==> src/logic/sbc_pkg.sv <==
package sbc_pkg;
	// ----------------------------------------
	// organisation
	// ----------------------------------------
	localparam int ROW_W = 12;
	localparam int COL_W = 8;
	localparam int BANKS = 4;
	localparam int DQ_W = 16;
	localparam int LANES = 2;
	localparam int AP_BIT = 10;
	localparam int BURST_LEN = 4;
	// ----------------------------------------
	// commands on {cs_n, ras_n, cas_n, we_n}
	// ----------------------------------------
	typedef enum logic [3:0] {
		CMD_LMR = 4'h0,
		CMD_REF = 4'h1,
		CMD_PRE = 4'h2,
		CMD_ACT = 4'h3,
		CMD_WRITE = 4'h4,
		CMD_READ = 4'h5,
		CMD_BST = 4'h6,
		CMD_NOP = 4'h7
	} sbc_cmd_t;
	typedef enum logic [1:0] {
		MODE_IDLE = 2'h0,
		MODE_READ = 2'h1,
		MODE_WRITE = 2'h3,
		MODE_SREF = 2'h2
	} sbc_mode_t;
	// ----------------------------------------
	// register map
	// ----------------------------------------
	localparam logic [7:0] OFS_CTRL = 8'h00;
	localparam logic [7:0] OFS_STATUS = 8'h04;
	localparam logic [7:0] OFS_REFCNT = 8'h08;
	localparam int CTRL_FULL_PAGE = 0;
	localparam int STAT_OPEN_LSB = 0;
	localparam int STAT_SREF = 4;
	localparam int STAT_ILLEGAL = 5;
	localparam logic CTRL_FULL_PAGE_RST = 1'b0;
	localparam logic [1:0] RESP_OKAY = 2'h0;
	localparam logic [1:0] RESP_SLVERR = 2'h2;
	// ----------------------------------------
	// timing
	// ----------------------------------------
	localparam int CLK_PERIOD_NS = 8;
	localparam int REF_INTERVAL_NS = 15625;
	localparam int REF_INTERVAL_CYC = REF_INTERVAL_NS / CLK_PERIOD_NS;
endpackage

==> src/logic/sbc_bank_if.sv <==
`timescale 1ns/1ns
interface sbc_bank_if;
	logic act;
	logic [1:0] bank;
	logic [sbc_pkg::ROW_W-1:0] row;
	logic [sbc_pkg::BANKS-1:0] close;
	logic [sbc_pkg::BANKS-1:0] open;
	logic [sbc_pkg::BANKS-1:0][sbc_pkg::ROW_W-1:0] open_row;
	modport ctl (output act, bank, row, close, input open, open_row);
	modport trk (input act, bank, row, close, output open, open_row);
endinterface

==> src/logic/sbc_banks.sv <==
`timescale 1ns/1ns
module sbc_banks (
	input wire logic clk_sys,
	input wire logic reset,
	sbc_bank_if.trk bif
);
	// ----------------------------------------
	// per-bank open flag and open row
	// ----------------------------------------
	logic [sbc_pkg::BANKS-1:0] open_ff;
	logic [sbc_pkg::BANKS-1:0] nxt_open;
	logic [sbc_pkg::BANKS-1:0][sbc_pkg::ROW_W-1:0] row_ff;
	logic [sbc_pkg::BANKS-1:0][sbc_pkg::ROW_W-1:0] nxt_row;

	genvar b;
	generate
		for (b = 0; b < sbc_pkg::BANKS; b++)
		begin : g_bank
			always_comb
			begin
				nxt_open[b] = open_ff[b];
				nxt_row[b] = row_ff[b];
				if (bif.close[b])
				begin
					nxt_open[b] = 1'b0;
				end
				else if (bif.act && bif.bank == 2'(b))
				begin
					nxt_open[b] = 1'b1;
					nxt_row[b] = bif.row;
				end
			end
			always_ff @(posedge clk_sys)
			begin
				if (reset)
				begin
					open_ff[b] <= 1'b0;
					row_ff[b] <= '0;
				end
				else
				begin
					open_ff[b] <= nxt_open[b];
					row_ff[b] <= nxt_row[b];
				end
			end
			assign bif.open[b] = open_ff[b];
			assign bif.open_row[b] = row_ff[b];

			a_row_held_open: assert property (@(posedge clk_sys)
				disable iff (reset)
				(open_ff[b] && !bif.close[b]) |=> (row_ff[b] == $past(row_ff[b])))
				else $error("open row changed without precharge");
		end
	endgenerate
endmodule

==> src/logic/sbc_top.sv <==
`timescale 1ns/1ns
module sbc_top #(
	parameter int MEM_ROW_BITS = 1,
	parameter int MEM_COL_BITS = 3
) (
	input wire logic clk_sys,
	input wire logic reset,
	input wire logic cke,
	input wire logic cs_n,
	input wire logic ras_n,
	input wire logic cas_n,
	input wire logic we_n,
	input wire logic bank_select_bit_zero,
	input wire logic bank_select_bit_one,
	input wire logic [11:0] addr,
	input wire logic [1:0] dqm,
	input wire logic [15:0] dq_in,
	output logic [15:0] dq_out,
	output logic [15:0] dq_oe,
	input wire logic [31:0] s_axi_awaddr,
	input wire logic s_axi_awvalid,
	output logic s_axi_awready,
	input wire logic [31:0] s_axi_wdata,
	input wire logic [3:0] s_axi_wstrb,
	input wire logic s_axi_wvalid,
	output logic s_axi_wready,
	output logic [1:0] s_axi_bresp,
	output logic s_axi_bvalid,
	input wire logic s_axi_bready,
	input wire logic [31:0] s_axi_araddr,
	input wire logic s_axi_arvalid,
	output logic s_axi_arready,
	output logic [31:0] s_axi_rdata,
	output logic [1:0] s_axi_rresp,
	output logic s_axi_rvalid,
	input wire logic s_axi_rready
);
	localparam int IDX_W = 2 + MEM_ROW_BITS + MEM_COL_BITS;
	localparam int WORDS = 1 << IDX_W;

	sbc_bank_if bif ();
	sbc_banks u_banks (.clk_sys(clk_sys), .reset(reset), .bif(bif.trk));

	// ----------------------------------------
	// command decode
	// ----------------------------------------
	logic [3:0] cmd;
	logic [1:0] bsel;
	logic [sbc_pkg::COL_W-1:0] col_in;
	logic ap_in;
	logic in_sref, live, sel_open;
	logic is_act, is_rd, is_wr, is_bst, is_pre, is_ref, is_sre;
	logic ill_act, ill_rw, ill_ref;
	sbc_pkg::sbc_mode_t mode_ff, nxt_mode;

	assign cmd = {cs_n, ras_n, cas_n, we_n};
	assign bsel = {bank_select_bit_one, bank_select_bit_zero};
	assign col_in = addr[sbc_pkg::COL_W-1:0];
	assign ap_in = addr[sbc_pkg::AP_BIT];
	assign in_sref = (mode_ff == sbc_pkg::MODE_SREF);
	// self refresh: only cke is looked at
	assign live = cke && !in_sref;
	assign sel_open = bif.open[bsel];
	assign is_act = live && cmd == sbc_pkg::CMD_ACT;
	assign is_rd = live && cmd == sbc_pkg::CMD_READ;
	assign is_wr = live && cmd == sbc_pkg::CMD_WRITE;
	assign is_bst = live && cmd == sbc_pkg::CMD_BST;
	assign is_pre = live && cmd == sbc_pkg::CMD_PRE;
	assign is_ref = live && cmd == sbc_pkg::CMD_REF;
	assign is_sre = !cke && !in_sref && cmd == sbc_pkg::CMD_REF;
	// illegal commands are dropped, not executed
	assign ill_act = is_act && sel_open;
	assign ill_rw = (is_rd || is_wr) && !sel_open;
	assign ill_ref = (is_ref || is_sre) && (|bif.open);

	// ----------------------------------------
	// burst engine and self refresh
	// ----------------------------------------
	logic [1:0] bank_ff, nxt_bank;
	logic [sbc_pkg::COL_W-1:0] col_ff, nxt_col;
	logic [sbc_pkg::COL_W:0] left_ff, nxt_left;
	logic ap_ff, nxt_ap;
	logic [11:0] refcnt_ff, nxt_refcnt;
	logic [15:0] srtmr_ff, nxt_srtmr;
	logic full_page_ff;
	logic acc_v, acc_wr, acc_last, acc_ap;
	logic [1:0] acc_bank;
	logic [sbc_pkg::COL_W-1:0] acc_col;
	logic [sbc_pkg::BANKS-1:0] close;

	always_comb
	begin
		acc_v = 1'b0;
		acc_wr = 1'b0;
		acc_bank = bank_ff;
		acc_col = col_ff;
		acc_ap = ap_ff;
		nxt_mode = mode_ff;
		nxt_bank = bank_ff;
		nxt_col = col_ff;
		nxt_left = left_ff;
		nxt_ap = ap_ff;
		nxt_refcnt = refcnt_ff;
		nxt_srtmr = srtmr_ff;
		if ((is_rd || is_wr) && !ill_rw)
		begin
			acc_v = 1'b1;
			acc_wr = is_wr;
			acc_bank = bsel;
			acc_col = col_in;
			acc_ap = ap_in && !full_page_ff;
			nxt_mode = is_wr ? sbc_pkg::MODE_WRITE : sbc_pkg::MODE_READ;
			nxt_left = (sbc_pkg::COL_W+1)'(sbc_pkg::BURST_LEN - 1);
		end
		else if (mode_ff == sbc_pkg::MODE_READ
			|| mode_ff == sbc_pkg::MODE_WRITE)
		begin
			// terminate or precharge of this bank ends the burst here
			if (!is_bst && !(is_pre && (ap_in || bsel == bank_ff)))
			begin
				acc_v = 1'b1;
				acc_wr = (mode_ff == sbc_pkg::MODE_WRITE);
				nxt_left = left_ff - 1'b1;
			end
			else
			begin
				nxt_mode = sbc_pkg::MODE_IDLE;
			end
		end
		acc_last = acc_v && nxt_left == '0 && !full_page_ff;
		if (acc_v)
		begin
			nxt_bank = acc_bank;
			nxt_col = acc_col + 1'b1; // full page wraps within row
			nxt_ap = acc_ap;
		end
		if (acc_last)
		begin
			nxt_mode = sbc_pkg::MODE_IDLE;
		end
		if (is_ref && !ill_ref)
		begin
			nxt_refcnt = refcnt_ff + 1'b1;
		end
		if (is_sre && !ill_ref)
		begin
			nxt_mode = sbc_pkg::MODE_SREF;
			nxt_srtmr = '0;
		end
		else if (in_sref)
		begin
			nxt_srtmr = srtmr_ff + 1'b1;
			if (srtmr_ff == 16'(sbc_pkg::REF_INTERVAL_CYC - 1))
			begin
				nxt_srtmr = '0;
				nxt_refcnt = refcnt_ff + 1'b1;
			end
			if (cke)
			begin
				nxt_mode = sbc_pkg::MODE_IDLE;
			end
		end
		close = '0;
		if (is_pre)
		begin
			close = ap_in ? '1 : 4'(1 << bsel);
		end
		if (acc_last && acc_ap)
		begin
			close[acc_bank] = 1'b1;
		end
	end

	always_ff @(posedge clk_sys)
	begin
		if (reset)
		begin
			mode_ff <= sbc_pkg::MODE_IDLE;
			bank_ff <= '0;
			col_ff <= '0;
			left_ff <= '0;
			ap_ff <= 1'b0;
			refcnt_ff <= '0;
			srtmr_ff <= '0;
		end
		else
		begin
			mode_ff <= nxt_mode;
			bank_ff <= nxt_bank;
			col_ff <= nxt_col;
			left_ff <= nxt_left;
			ap_ff <= nxt_ap;
			refcnt_ff <= nxt_refcnt;
			srtmr_ff <= nxt_srtmr;
		end
	end

	assign bif.act = is_act && !ill_act;
	assign bif.bank = bsel;
	assign bif.row = addr;
	assign bif.close = close;

	// ----------------------------------------
	// array and read pipeline
	// ----------------------------------------
	// small array: only low row and column bits address it, so it aliases
	logic [IDX_W-1:0] idx;
	logic [15:0] mem_ff [WORDS];
	logic [15:0] nxt_mem [WORDS];
	logic rd1_v_ff, nxt_rd1_v;
	logic [15:0] rd1_d_ff, nxt_rd1_d;
	logic [1:0] dqm1_ff;
	logic [15:0] dq_out_ff, dq_oe_ff, nxt_oe;
	logic [7:0] wr_lo;

	assign idx = {acc_bank, bif.open_row[acc_bank][MEM_ROW_BITS-1:0],
		acc_col[MEM_COL_BITS-1:0]};
	assign wr_lo = dq_in[7:0];

	always_comb
	begin
		nxt_mem = mem_ff;
		nxt_rd1_v = acc_v && !acc_wr;
		nxt_rd1_d = mem_ff[idx];
		for (int l = 0; l < sbc_pkg::LANES; l++)
		begin
			if (acc_v && acc_wr && !dqm[l])
			begin
				nxt_mem[idx][l*8 +: 8] = dq_in[l*8 +: 8];
			end
			// mask taken one edge before feeds this stage: two-clock latency
			nxt_oe[l*8 +: 8] = {8{rd1_v_ff && !dqm1_ff[l] && !is_wr}};
		end
	end

	always_ff @(posedge clk_sys)
	begin
		if (reset)
		begin
			rd1_v_ff <= 1'b0;
			rd1_d_ff <= '0;
			dqm1_ff <= '0;
			dq_out_ff <= '0;
			dq_oe_ff <= '0;
		end
		else
		begin
			rd1_v_ff <= nxt_rd1_v;
			rd1_d_ff <= nxt_rd1_d;
			dqm1_ff <= dqm;
			dq_out_ff <= rd1_d_ff;
			dq_oe_ff <= nxt_oe;
		end
	end

	// array contents are not reset: a real array powers up random
	always_ff @(posedge clk_sys)
	begin
		mem_ff <= nxt_mem;
	end

	assign dq_out = dq_out_ff;
	assign dq_oe = dq_oe_ff;

	// ----------------------------------------
	// register slave
	// ----------------------------------------
	logic aw_hold_ff, nxt_aw_hold, w_hold_ff, nxt_w_hold;
	logic [7:0] awaddr_ff, nxt_awaddr;
	logic [31:0] wdata_ff, nxt_wdata;
	logic wstrb0_ff, nxt_wstrb0;
	logic bvalid_ff, nxt_bvalid, rvalid_ff, nxt_rvalid;
	logic [1:0] bresp_ff, nxt_bresp, rresp_ff, nxt_rresp;
	logic [31:0] rdata_ff, nxt_rdata, status;
	logic illegal_ff, nxt_illegal, nxt_full_page;

	assign status = {26'h0, illegal_ff, in_sref, bif.open};

	always_comb
	begin
		nxt_aw_hold = aw_hold_ff;
		nxt_w_hold = w_hold_ff;
		nxt_awaddr = awaddr_ff;
		nxt_wdata = wdata_ff;
		nxt_wstrb0 = wstrb0_ff;
		nxt_bvalid = bvalid_ff && !s_axi_bready;
		nxt_bresp = bresp_ff;
		nxt_rvalid = rvalid_ff && !s_axi_rready;
		nxt_rresp = rresp_ff;
		nxt_rdata = rdata_ff;
		nxt_full_page = full_page_ff;
		nxt_illegal = illegal_ff;
		if (s_axi_awvalid && s_axi_awready)
		begin
			nxt_aw_hold = 1'b1;
			nxt_awaddr = s_axi_awaddr[7:0];
		end
		if (s_axi_wvalid && s_axi_wready)
		begin
			nxt_w_hold = 1'b1;
			nxt_wdata = s_axi_wdata;
			nxt_wstrb0 = s_axi_wstrb[0];
		end
		if (aw_hold_ff && w_hold_ff && !bvalid_ff)
		begin
			nxt_aw_hold = 1'b0;
			nxt_w_hold = 1'b0;
			nxt_bvalid = 1'b1;
			nxt_bresp = sbc_pkg::RESP_OKAY;
			if (awaddr_ff == sbc_pkg::OFS_CTRL && wstrb0_ff)
			begin
				nxt_full_page = wdata_ff[sbc_pkg::CTRL_FULL_PAGE];
			end
			else if (awaddr_ff == sbc_pkg::OFS_STATUS && wstrb0_ff
				&& wdata_ff[sbc_pkg::STAT_ILLEGAL])
			begin
				nxt_illegal = 1'b0;
			end
			else if (awaddr_ff != sbc_pkg::OFS_CTRL
				&& awaddr_ff != sbc_pkg::OFS_STATUS)
			begin
				nxt_bresp = sbc_pkg::RESP_SLVERR;
			end
		end
		// a new illegal command beats a clear in the same cycle
		if (ill_act || ill_rw || ill_ref)
		begin
			nxt_illegal = 1'b1;
		end
		if (s_axi_arvalid && s_axi_arready)
		begin
			nxt_rvalid = 1'b1;
			nxt_rresp = sbc_pkg::RESP_OKAY;
			unique case (s_axi_araddr[7:0])
				sbc_pkg::OFS_CTRL: nxt_rdata = {31'h0, full_page_ff};
				sbc_pkg::OFS_STATUS: nxt_rdata = status;
				sbc_pkg::OFS_REFCNT: nxt_rdata = {20'h0, refcnt_ff};
				default:
				begin
					nxt_rdata = '0;
					nxt_rresp = sbc_pkg::RESP_SLVERR;
				end
			endcase
		end
	end

	always_ff @(posedge clk_sys)
	begin
		if (reset)
		begin
			aw_hold_ff <= 1'b0;
			w_hold_ff <= 1'b0;
			awaddr_ff <= '0;
			wdata_ff <= '0;
			wstrb0_ff <= 1'b0;
			bvalid_ff <= 1'b0;
			bresp_ff <= sbc_pkg::RESP_OKAY;
			rvalid_ff <= 1'b0;
			rresp_ff <= sbc_pkg::RESP_OKAY;
			rdata_ff <= '0;
			full_page_ff <= sbc_pkg::CTRL_FULL_PAGE_RST;
			illegal_ff <= 1'b0;
			s_axi_awready <= 1'b0;
			s_axi_wready <= 1'b0;
			s_axi_arready <= 1'b0;
		end
		else
		begin
			aw_hold_ff <= nxt_aw_hold;
			w_hold_ff <= nxt_w_hold;
			awaddr_ff <= nxt_awaddr;
			wdata_ff <= nxt_wdata;
			wstrb0_ff <= nxt_wstrb0;
			bvalid_ff <= nxt_bvalid;
			bresp_ff <= nxt_bresp;
			rvalid_ff <= nxt_rvalid;
			rresp_ff <= nxt_rresp;
			rdata_ff <= nxt_rdata;
			full_page_ff <= nxt_full_page;
			illegal_ff <= nxt_illegal;
			s_axi_awready <= !nxt_aw_hold;
			s_axi_wready <= !nxt_w_hold;
			s_axi_arready <= !nxt_rvalid;
		end
	end

	assign s_axi_bvalid = bvalid_ff;
	assign s_axi_bresp = bresp_ff;
	assign s_axi_rvalid = rvalid_ff;
	assign s_axi_rresp = rresp_ff;
	assign s_axi_rdata = rdata_ff;

	// ----------------------------------------
	// checks
	// ----------------------------------------
	a_act_opens: assert property (@(posedge clk_sys) disable iff (reset)
		(is_act && !ill_act) |=> bif.open[$past(bsel)])
		else $error("active did not open bank");
	a_col_start: assert property (@(posedge clk_sys) disable iff (reset)
		((is_rd || is_wr) && !ill_rw)
		|=> col_ff == 8'($past(col_in) + 8'h01))
		else $error("burst did not start at given column");
	a_ap_closes: assert property (@(posedge clk_sys) disable iff (reset)
		(acc_last && acc_ap) |=> !bif.open[$past(acc_bank)])
		else $error("auto precharge left bank open");
	a_read_masked: assert property (@(posedge clk_sys) disable iff (reset)
		(acc_v && !acc_wr && dqm[0]) |-> ##2 (dq_oe[7:0] == 8'h00))
		else $error("masked read lane driven");
	a_read_driven: assert property (@(posedge clk_sys) disable iff (reset)
		(acc_v && !acc_wr && !dqm[0]) ##1 !is_wr |-> ##1 (dq_oe[7:0] == 8'hff))
		else $error("unmasked read lane not driven");
	a_write_store: assert property (@(posedge clk_sys) disable iff (reset)
		(acc_v && acc_wr && !dqm[0]) |=> mem_ff[$past(idx)][7:0] == $past(wr_lo))
		else $error("unmasked write lane not stored");
	a_pre_all: assert property (@(posedge clk_sys) disable iff (reset)
		(is_pre && ap_in) |=> (bif.open == 4'h0))
		else $error("precharge all left a bank open");
	a_bst_keeps: assert property (@(posedge clk_sys) disable iff (reset)
		is_bst |=> (mode_ff == sbc_pkg::MODE_IDLE) && bif.open == $past(bif.open))
		else $error("terminate did not stop burst or closed row");
	a_ref_count: assert property (@(posedge clk_sys) disable iff (reset)
		(is_ref && !ill_ref) |=> refcnt_ff == 12'($past(refcnt_ff) + 12'h001))
		else $error("refresh counter did not advance");
	a_sref_quiet: assert property (@(posedge clk_sys) disable iff (reset)
		(in_sref && !cke) |=> in_sref && !acc_v && !$changed(bif.open))
		else $error("self refresh reacted to inputs");
	a_illegal_flag: assert property (@(posedge clk_sys) disable iff (reset)
		(ill_act || ill_rw || ill_ref) |=> illegal_ff)
		else $error("illegal command not flagged");
endmodule

==> config.mk <==
export PLATFORM = sky130hd
export DESIGN_NAME = sbc_top
export DESIGN_NICKNAME = d
export VERILOG_FILES = /design/src/logic/sbc_pkg.sv /design/src/logic/sbc_bank_if.sv /design/src/logic/sbc_banks.sv /design/src/logic/sbc_top.sv
export SDC_FILE = /design/constraint.sdc
export NUM_CORES = 1
export LEC_CHECK = 0
export BUFFER_PORTS_ARGS = -buffer_cell sky130_fd_sc_hd__buf_2
export CORE_ASPECT_RATIO = 0.6
export CORE_MARGIN = 8
export CORE_UTILIZATION = 30
export DETAILED_ROUTE_END_ITERATION = 8
export GPL_TIMING_DRIVEN = 0
export PLACE_DENSITY = 0.43
export SETUP_SLACK_MARGIN = 0.4
export SYNTH_ARGS = -nofsm -noshare
export SYNTH_HDL_FRONTEND = slang
export SYNTH_HIERARCHICAL = 1
export SYNTH_SLANG_ARGS = --single-unit
==> constraint.sdc <==
create_clock -name clk_sys -period 5.65 [get_ports clk_sys]
set_input_delay 1.13 -clock clk_sys [delete_from_list [all_inputs] [get_ports clk_sys]]
set_output_delay 1.13 -clock clk_sys [all_outputs]
set_load 0.02 [all_outputs]
; ---- Word-level counts from Yosys, hierarchy flattened
; Index checks and enable logic that the tools add are counted.
[word_totals]
regBits = 1230
in_bits = 144
out_inout_bits = 73
[op_classes]
addsub = 4
magnitude_cmp = 5
n_eq_ne = 19
n_shift = 1
muxes = 60
bitwise_logic = 6
n_reduce_logical = 94
[ops]
columns = cell, count
row1 = bitwise mux 1024 bit, 2
row2 = 2-to-1 mux 1024 bit, 2
row3 = demux 16 bit (select 6 bit), 2
row4 = binary-select mux 16 bit (select 6 bit), 1
row5 = 2-to-1 mux 16 bit, 4
row6 = 2-to-1 mux 12 bit, 4
row7 = logical AND 1 bit, 47
row8 = case mux 12 bit (3 select lines), 1
row9 = 2-to-1 mux 9 bit, 3
row10 = 2-to-1 mux 2 bit, 13
row11 = binary-select mux 12 bit (select 2 bit), 1
row12 = zero test 1 bit, 21
row13 = 2-to-1 mux 1 bit, 20
row14 = adder 16 x 1 -> 16 bit (second input constant), 1
row15 = equality test 16 x 11 -> 1 bit (second input constant), 1
row16 = equality test 8 x 3 -> 1 bit (second input constant), 2
row17 = zero test 8 bit, 2
row18 = 2-to-1 mux 8 bit, 2
row19 = adder 12 x 1 -> 12 bit (second input constant), 1
row20 = equality test 4 x 3 -> 1 bit (second input constant), 3
row21 = 2-to-1 mux 4 bit, 3
row22 = AND reduction 2 bit, 5
row23 = OR reduction 2 bit, 5
row24 = zero test 9 bit, 1
row25 = 27 further kinds, 42

; ---- Logic depth before layout (Yosys ltp)
; Gate-level depths: netlist of the first run.
[depth]
depth_word = 20
mapped_depth = 14
mapped_depth_nobuf = 10

; ---- Hierarchy
; The synthesis of the first run kept the hierarchy.
[by_module_without_submodules]
columns = module, instances, cells_per_inst, area_each_um2
row1 = sbc_top, 1, 3423, 47290.4
row2 = sbc_banks, 1, 192, 2125.8

; ---- Least setup slack after synthesis of the first run
; No wires, ideal clock.
[synth_path]
path_kind = in2reg
startpoint = in bank_select_bit_one
endpoint = reg mem_ff[128] in the netlist's numbering (enable)
t_arrival_ps = 3842
t_required_ps = 5280
path_slack_ps = 1438
path_stages = 10
path_buffers = 3
path_cell_list = buf_4 mux4_2 nand4_1 buf_4 mux2_2 a221oi_4 and2_1 clkbuf_1 nand2_1 nor2_1
[synth_between]
elab_chain_len = 18
[synth_lines]
columns = element, line_no
row1 = from (decl), sbc_top.sv:14  ; input wire logic bank_select_bit_one,
row2 = binary-select mux 1 bit (select 2 bit), sbc_top.sv:63  ; assign sel_open = bif.open[bsel];
row3 = 2-to-1 mux 1 bit (implied by the code), sbc_top.sv:63
row4 = zero test 1 bit, sbc_top.sv:73  ; assign ill_rw = (is_rd || is_wr) && !sel_open;
row5 = logical AND 1 bit, sbc_top.sv:73
row6 = zero test 1 bit, sbc_top.sv:105  ; if ((is_rd || is_wr) && !ill_rw)
row7 = logical AND 1 bit, sbc_top.sv:105
row8 = 2-to-1 mux 2 bit, sbc_top.sv:105
row9 = binary-select mux 12 bit (select 2 bit), sbc_top.sv:216  ; assign idx = {acc_bank, bif.open_row[acc_bank][MEM_ROW_BITS-1:0],
row10 = [2 not listed], n/a
row11 = >= comparator 7 bit (implied by the code) / < comparator 7 x 1 -> 1 bit (equally long branches), sbc_top.sv:229  ; nxt_mem[idx][l*8 +: 8] = dq_in[l*8 +: 8];
row12 = logical AND 1 bit (implied by the code), sbc_top.sv:229
row13 = 2-to-1 mux 8 bit (implied by the code), sbc_top.sv:229
row14 = demux 16 bit (select 6 bit), sbc_top.sv:229
row15 = bitwise mux 1024 bit, sbc_top.sv:229
row16 = 2-to-1 mux 1024 bit, sbc_top.sv:227  ; if (acc_v && acc_wr && !dqm[l])
row17 = bitwise mux 1024 bit, sbc_top.sv:229
row18 = 2-to-1 mux 1024 bit *, sbc_top.sv:227
row19 = to (signal assigned), sbc_top.sv:259  ; mem_ff <= nxt_mem;
row20 = to (decl), sbc_top.sv:208  ; logic [15:0] mem_ff [WORDS];
; Mark *: on every way between the ends. The rest lies on a longest branch, timed or not. The select of a mux whose other input is x is not followed.
; A chain may end at the register's enable or synchronous reset.

; ---- Worst setup path in the final report of the first run
[layout_path]
startpoint = in bank_select_bit_one
endpoint = reg rd1_d_ff[6]
[layout_between]
elab_chain_len = 13
[layout_lines]
columns = element, line_no
row1 = binary-select mux 1 bit (select 2 bit), sbc_top.sv:63
row2 = 2-to-1 mux 1 bit (implied by the code), sbc_top.sv:63
row3 = zero test 1 bit, sbc_top.sv:73
row4 = logical AND 1 bit, sbc_top.sv:73
row5 = zero test 1 bit, sbc_top.sv:105
row6 = logical AND 1 bit, sbc_top.sv:105
row7 = 2-to-1 mux 2 bit, sbc_top.sv:105
row8 = binary-select mux 12 bit (select 2 bit), sbc_top.sv:216
row9 = 2-to-1 mux 1 bit (implied by the code), sbc_top.sv:216
row10 = NOT 6 -> 7 bit (implied by the code) *, sbc_top.sv:224  ; nxt_rd1_d = mem_ff[idx];
row11 = binary-select mux 16 bit (select 6 bit) *, sbc_top.sv:224
row12 = 2-to-1 mux 16 bit (implied by the code) * (2 in series), sbc_top.sv:224
row13 = to (signal assigned), sbc_top.sv:249  ; rd1_d_ff <= nxt_rd1_d;
row14 = to (decl), sbc_top.sv:211  ; logic [15:0] rd1_d_ff, nxt_rd1_d;
; Marks and branches as above.

==> results of run 1 <==
-- per-stage QoR --
step | cells | hold slack (ns) | power [mW] | utilization [%] | area, µm²
2_1_floorplan | 3486 | 0.3682 | 9.508 | - | 47770
3_3_place_gp | 5708 | 0.3969 | 9.762 | 32.21 | 50910
3_5_place_dp | 5734 | 0.3994 | 9.764 | 32.54 | 51430
4_1_cts | 5950 | 0.4099 | 17.50 | 35.04 | 55380
5_1_grt | 5957 | 0.4209 | 17.84 | 35.23 | 55690
6_report | 5976 | 0.4012 | 17.43 | 35.26 | 55730
-- worst min path at each step --
stage          endpoint  slack, ns
6_report       dq_oe[8]       0.40
5_1_grt        dq_oe[7]       0.42
4_1_cts        dq_oe[8]       0.41
3_5_place_dp   dq_oe[8]       0.40
3_3_place_gp   dq_oe[8]       0.40
2_1_floorplan  dq_oe[7]       0.37
-- per-layer routing --
metal / GRT usage [%] / share of wire, %
met2: 27.26 / 35
met4: 3.923 / 1.7
met3: 9.655 / 14
met1: 37.09 / 49
met5: 1.475 / 0.17
-- what timing repair did --
action	CTS	global route
setup endpoints to repair	504	336
gates resized for setup	71	66
setup buffers	3	0
cloned	0	0
pin swaps	1	0
hold buffers	0	0
-- area by class of cell --
| class | count | share of cell area [%] |
|---|---|---|
| Sequential cell | 1148 | 59.63 |
| Multi-Input combinational cell | 2068 | 24.70 |
| Clock buffer | 148 | 5.567 |
| Tap cell | 2127 | 4.775 |
| Buffer | 258 | 2.393 |
| Timing Repair Buffer | 126 | 1.659 |
| Clock inverter | 65 | 1.093 |
| Antenna cell | 24 | 0.1078 |
| Inverter | 12 | 0.08082 |
-- power breakdown --
part | switching (mW) | leakage [nW] | total [mW] | internal, mW
Sequential | 0.0104 | 10.8 | 9.19 | 9.18
Combinational | 0.333 | 5.72 | 0.404 | 0.0710
Clock | 3.51 | 1.83 | 7.84 | 4.33
Total | 3.85 | 18.3 | 17.4 | 13.6
-- flip-flops by register name (all words and copies together), names as in the netlist, 2 cells and up --
name                  count
mem_ff                 1024
dqm1_ff                   2
dq_out                   16
s_axi_rdata              12
col_ff                    3
rd1_d_ff                 16
left_ff                   9
refcnt_ff                12
srtmr_ff                 16
dq_oe                     2
awaddr_ff                 8
bank_ff                   2
u_banks/bif.open_row      4
wdata_ff                  2
u_banks/bif.open          4
mode_ff                   2
-- worst max-delay path, cell delays in order --
cell and delay, ns:
buf_4 0.15, mux4_2 0.60, and4_4 0.26, mux2i_4 0.21, inv_2 0.37, buf_2 0.42, buf_2 0.60, buf_4 0.48
mux2i_1 0.35, o22ai_1 0.15, o21ai_1 0.66, o211ai_1 0.33, o2bb2ai_1 0.25
==> flow_summary.toml, run 1 <==
[outcome]
status = "finished with violations"
violations = "capacitance limit, slew limit"

[drt]
first_pass_iters = 6
wl_mm = 204.2
ant_nets = 0
vias = 32094
wl_per_cell_um = 34.17
drt_iter0_drc = 5301
drcViolationCount = 0
viasPerCell = 5.370

[power_and_ir_drop]
leakagePower_nw = 18.33
peakVddDrop_uv = 241.9
power_density_mw_per_mm2 = 312.8

[clock_tree]
clk_latency_ns = 0.77
clk_path_buf_depth = 3
cts_tree = "built"
cts_max_level = 3
cts_made_buffers = 113
clkTransAtPathRegs_ns = 0.06
clock-sinks = 1148
cts-root-buf = "clkbuf_16"

[synthesis]
syn_avg_cell_area_um2 = 13.76
syn_area_mm2 = 0.04769
yosys_warnings = 6
syn_inst = 3465

[hold_path]
worstHoldPathCells = 1
hold_class = "flip-flop to flip-flop"
holdCritStartpoint = "dqm1_ff[1]"

[worst_setup_path]
crit_end = "rd1_d_ff[6]"
cp_max_fo = 10
r2r_end = "rd1_d_ff[6]"
worstSetupEndpointType = "flip-flop"
critPathArrivalTime_ns = 6.03
critPathKind = "input port to flip-flop"
r2r_setup_slack_ns = 0.33
worstRegToRegCells = 12
critPathLaunchType = "input port"
worstReg2RegStart = "u_banks/bif.open[3]"
cp.required_ns = 6.21
cp-startpoint = "bank_select_bit_one"

[sta]
finalWorstSetupSlack_ns = 0.1799
tns_ns = 0
finalCritPeriodShare_pct = 96.82
max_slew_margin_pct = -1.908
hold_viol_final = 0
skew_ns = 0.04369
worstMarginPinSlew_ns = 1.529
max_freq_mhz = 182.8
rsz0062_at_grt = "yes"
setup_violations = 0
slew_violations = 22
min_period_ns = 5.470

[grt]
grt_overflow_total = 0
grt_first_pass_wirelength_mm = 267.8
grt_pass1_vias = 28828
grtUsageTotal_pct = 22.88
grt_max_degree = 65
antenna_found_initial = 42

[floorplan]
rows = 113
core_area_mm2 = 0.1581
pin_count = 217
dieArea_mm2 = 0.1724
start_util_pct = 30.17
die_w_um = 530.7
die_h_um = 324.8

[finish]
layout_commonest_cell = "edfxtp_1"
drive_gt1_share_pct = 15.76
regArea_mm2 = 0.03323
nFillCells = 15479
nNetsFinal = 3876
multi_input_area_mm2 = 0.01377
syn2layout_area_growth_pct = 16.87
mostFrequentLayoutCells = "1024 x edfxtp_1, 518 x and2_1, 217 x a22oi_1"

[run]
cap_viol_max_count = 2

[placement]
dp_slack_ns = -1.166
portBuffers = 95
gp_congestion = 0.8920
dp_hpwl_mm = 141.1
No activity file was read; power rests on OpenSTA's default activity.
==> run 2, diff against run 1 <==
==> constraint.sdc (replaced) <==
create_clock -name clk_sys -period 5.65 [get_ports clk_sys]
set_input_delay 0.2825 -clock clk_sys [delete_from_list [all_inputs] [get_ports clk_sys]]
set_output_delay 0.2825 -clock clk_sys [all_outputs]
set_load 0.02 [all_outputs]
==> run 2 against run 1 <==
  * The run still ends with capacitance limit, slew limit left
  * Power is 0.22% higher
  * Setup slack worse by 0.13 ns
  * Clock-buffer cell count is the same
  * Sequential power is essentially flat
  * Clock power hardly changed
  * Cell area grew 0.44%
  * Highest routed layer unchanged
  * Worst hold slack got worse by 0.39 ns
  * Largest power group unchanged
  * Non-clock buffer count rose by 44
  * Sequential share of layout area is 0.26 points lower
==> flow_summary.toml, run 2 (synthesis results as in run 1) <==
[finish]
syn2layout_area_growth_pct = 17.39
nNetsFinal = 3920
largest_reg_flops = 1024
top_register = "mem_ff"
mostFrequentLayoutCells = "1024 x edfxtp_1, 518 x and2_1, 217 x nand2_1, 217 x a22oi_1, 206 x mux2i_1"
drive_gt1_share_pct = 15.12
layout_commonest_cell = "edfxtp_1"
final_core_util_pct = 35.42
nFillCells = 15464

[worst_setup_path]
worstSetupEndpointType = "flip-flop"
critPathKind = "flip-flop to flip-flop"
cp_max_fo = 10
r2r_setup_slack_ns = 0.05
critPathArrivalTime_ns = 5.97
worstRegToRegCells = 10
cp-startpoint = "u_banks/bif.open[3]"
cp.required_ns = 6.02
worstReg2RegStart = "u_banks/bif.open[3]"
critPathLaunchType = "flip-flop"

[sta]
worstMarginPinSlew_ns = 1.591
max_freq_mhz = 178.6
finalCritPeriodShare_pct = 99.08
min_period_ns = 5.598
max_slew_margin_pct = -6.043
whs_ns = 0.01571
slew_violations = 22
skew_ns = 0.04920
setup_violations = 0
finalWorstSetupSlack_ns = 0.05209
tns_ns = 0
rsz0062_at_grt = "yes"
hold_viol_final = 0

[placement]
gp_congestion = 0.8920
dp_hpwl_mm = 141.1
portBuffers = 95
dp_slack_ns = -0.3181

[grt]
grt_first_pass_wirelength_mm = 268.5
grtUsageTotal_pct = 22.91
grt_pass1_vias = 29019
antenna_found_initial = 42
grt_max_degree = 65
grt_overflow_total = 0

[floorplan]
start_util_pct = 30.17
die_w_um = 530.7
dieArea_mm2 = 0.1724
die_h_um = 324.8
pin_count = 217
core_area_mm2 = 0.1581
rows = 113

[clock_tree]
cts-root-buf = "clkbuf_16"
cts_made_buffers = 113
clock-sinks = 1148
clkTransAtPathRegs_ns = 0.07
cts_tree = "built"
clk_path_buf_depth = 3
cts_max_level = 3
clk_latency_ns = 0.78

[power_and_ir_drop]
power_density_mw_per_mm2 = 312.1
pwr-share-clk_pct = 45.0
p_int_mw = 13.60
leakagePower_nw = 18.48
peakVddDrop_uv = 243.7
seqPwrFrac_pct = 52.6
p_sw_mw = 3.876
total_power_mw = 17.47
comb_power_share_pct = 2.4
sw_frac_of_total_pct = 22.18

[outcome]
violations = "capacitance limit, slew limit"
status = "finished with violations"

[drt]
first_pass_iters = 5
drcViolationCount = 0
wl_mm = 205.0
vias = 32301
viasPerCell = 5.370
wl_per_cell_um = 34.08
ant_nets = 0
drt_iter0_drc = 5356

[hold_path]
holdCritStartpoint = "dq_in[5]"
worstHoldPathCells = 1
hold_class = "input port to flip-flop"

[run]
cap_viol_max_count = 3
## run 2: cell types whose count changed in the layout (fill, tap and decap cells not counted), sizes merged
cell,before,now
dlygate4sd3,0,43
buf,263,267
diode,24,19
clkbuf,266,262
clkdlybuf4s15,3,4
## run 2: worst max-delay path, cell delays in order (launching register included)
cell and delay, ns:
dfxtp_1 0.38, mux4_2 0.59, and4_4 0.26, mux2i_4 0.20, inv_2 0.36, buf_6 0.30, buf_4 0.23, buf_2 0.58
buf_2 0.59, nand2_1 0.84, nor2_2 0.79
## run 2: area by class of cell
| type | count | area, µm² | share of cell area [%] |
|---|---|---|---|
| Multi-Input combinational cell | 2068 | 13600 | 24.29 |
| Timing Repair Buffer | 170 | 1363 | 2.434 |
| Inverter | 12 | 45.04 | 0.08046 |
| Sequential cell | 1148 | 33230 | 59.36 |
| Antenna cell | 19 | 47.55 | 0.08493 |
| Clock buffer | 148 | 3103 | 5.543 |
| Buffer | 258 | 1324 | 2.365 |
| Clock inverter | 65 | 609.3 | 1.088 |
| Tap cell | 2127 | 2661 | 4.754 |
## run 2: per-layer routing
metal  vias to the layer above  global-route usage, %  routed length [µm]
met3                       217                  9.842               28330
met4                        12                  4.111                3758
met1                     16611                  37.03              100100
met2                      1864                  27.24               72440
met5                         -                  1.475                 357
li1                      13597                      -                   -
## run 2: worst paths after layout
kind,to
worst max register to register,mem_ff[933]
worst max-delay path,mem_ff[933]
worst min-delay path,mem_ff[437]
worst min register to register,dq_oe[8]
## run 2: through the flow
stage	instances	instance area [µm²]
final	6015	55980
after global placement	5708	50910
after global routing	6001	55950
after CTS	5993	55740
after detailed placement	5734	51430
after floorplan	3486	47770
## run 2: power groups by stage
stage | clock network, mW | registers, mW | logic, mW
after floorplan | 0 | 9.38 | 0.125
after global placement | 0 | 9.38 | 0.383
after detailed placement | 0 | 9.38 | 0.384
after CTS | 7.92 | 9.19 | 0.407
after global routing | 8.23 | 9.19 | 0.440
final | 7.85 | 9.19 | 0.424
## run 2: repair_timing
| item | CTS | global route |
|---|---|---|
| pin swaps | 1 | 0 |
| hold buffers | 43 | 0 |
| endpoints found under the hold margin | 36 | 0 |
| resized for setup | 50 | 39 |
| buffers inserted | 3 | 0 |
| endpoints found under the setup margin | 450 | 260 |
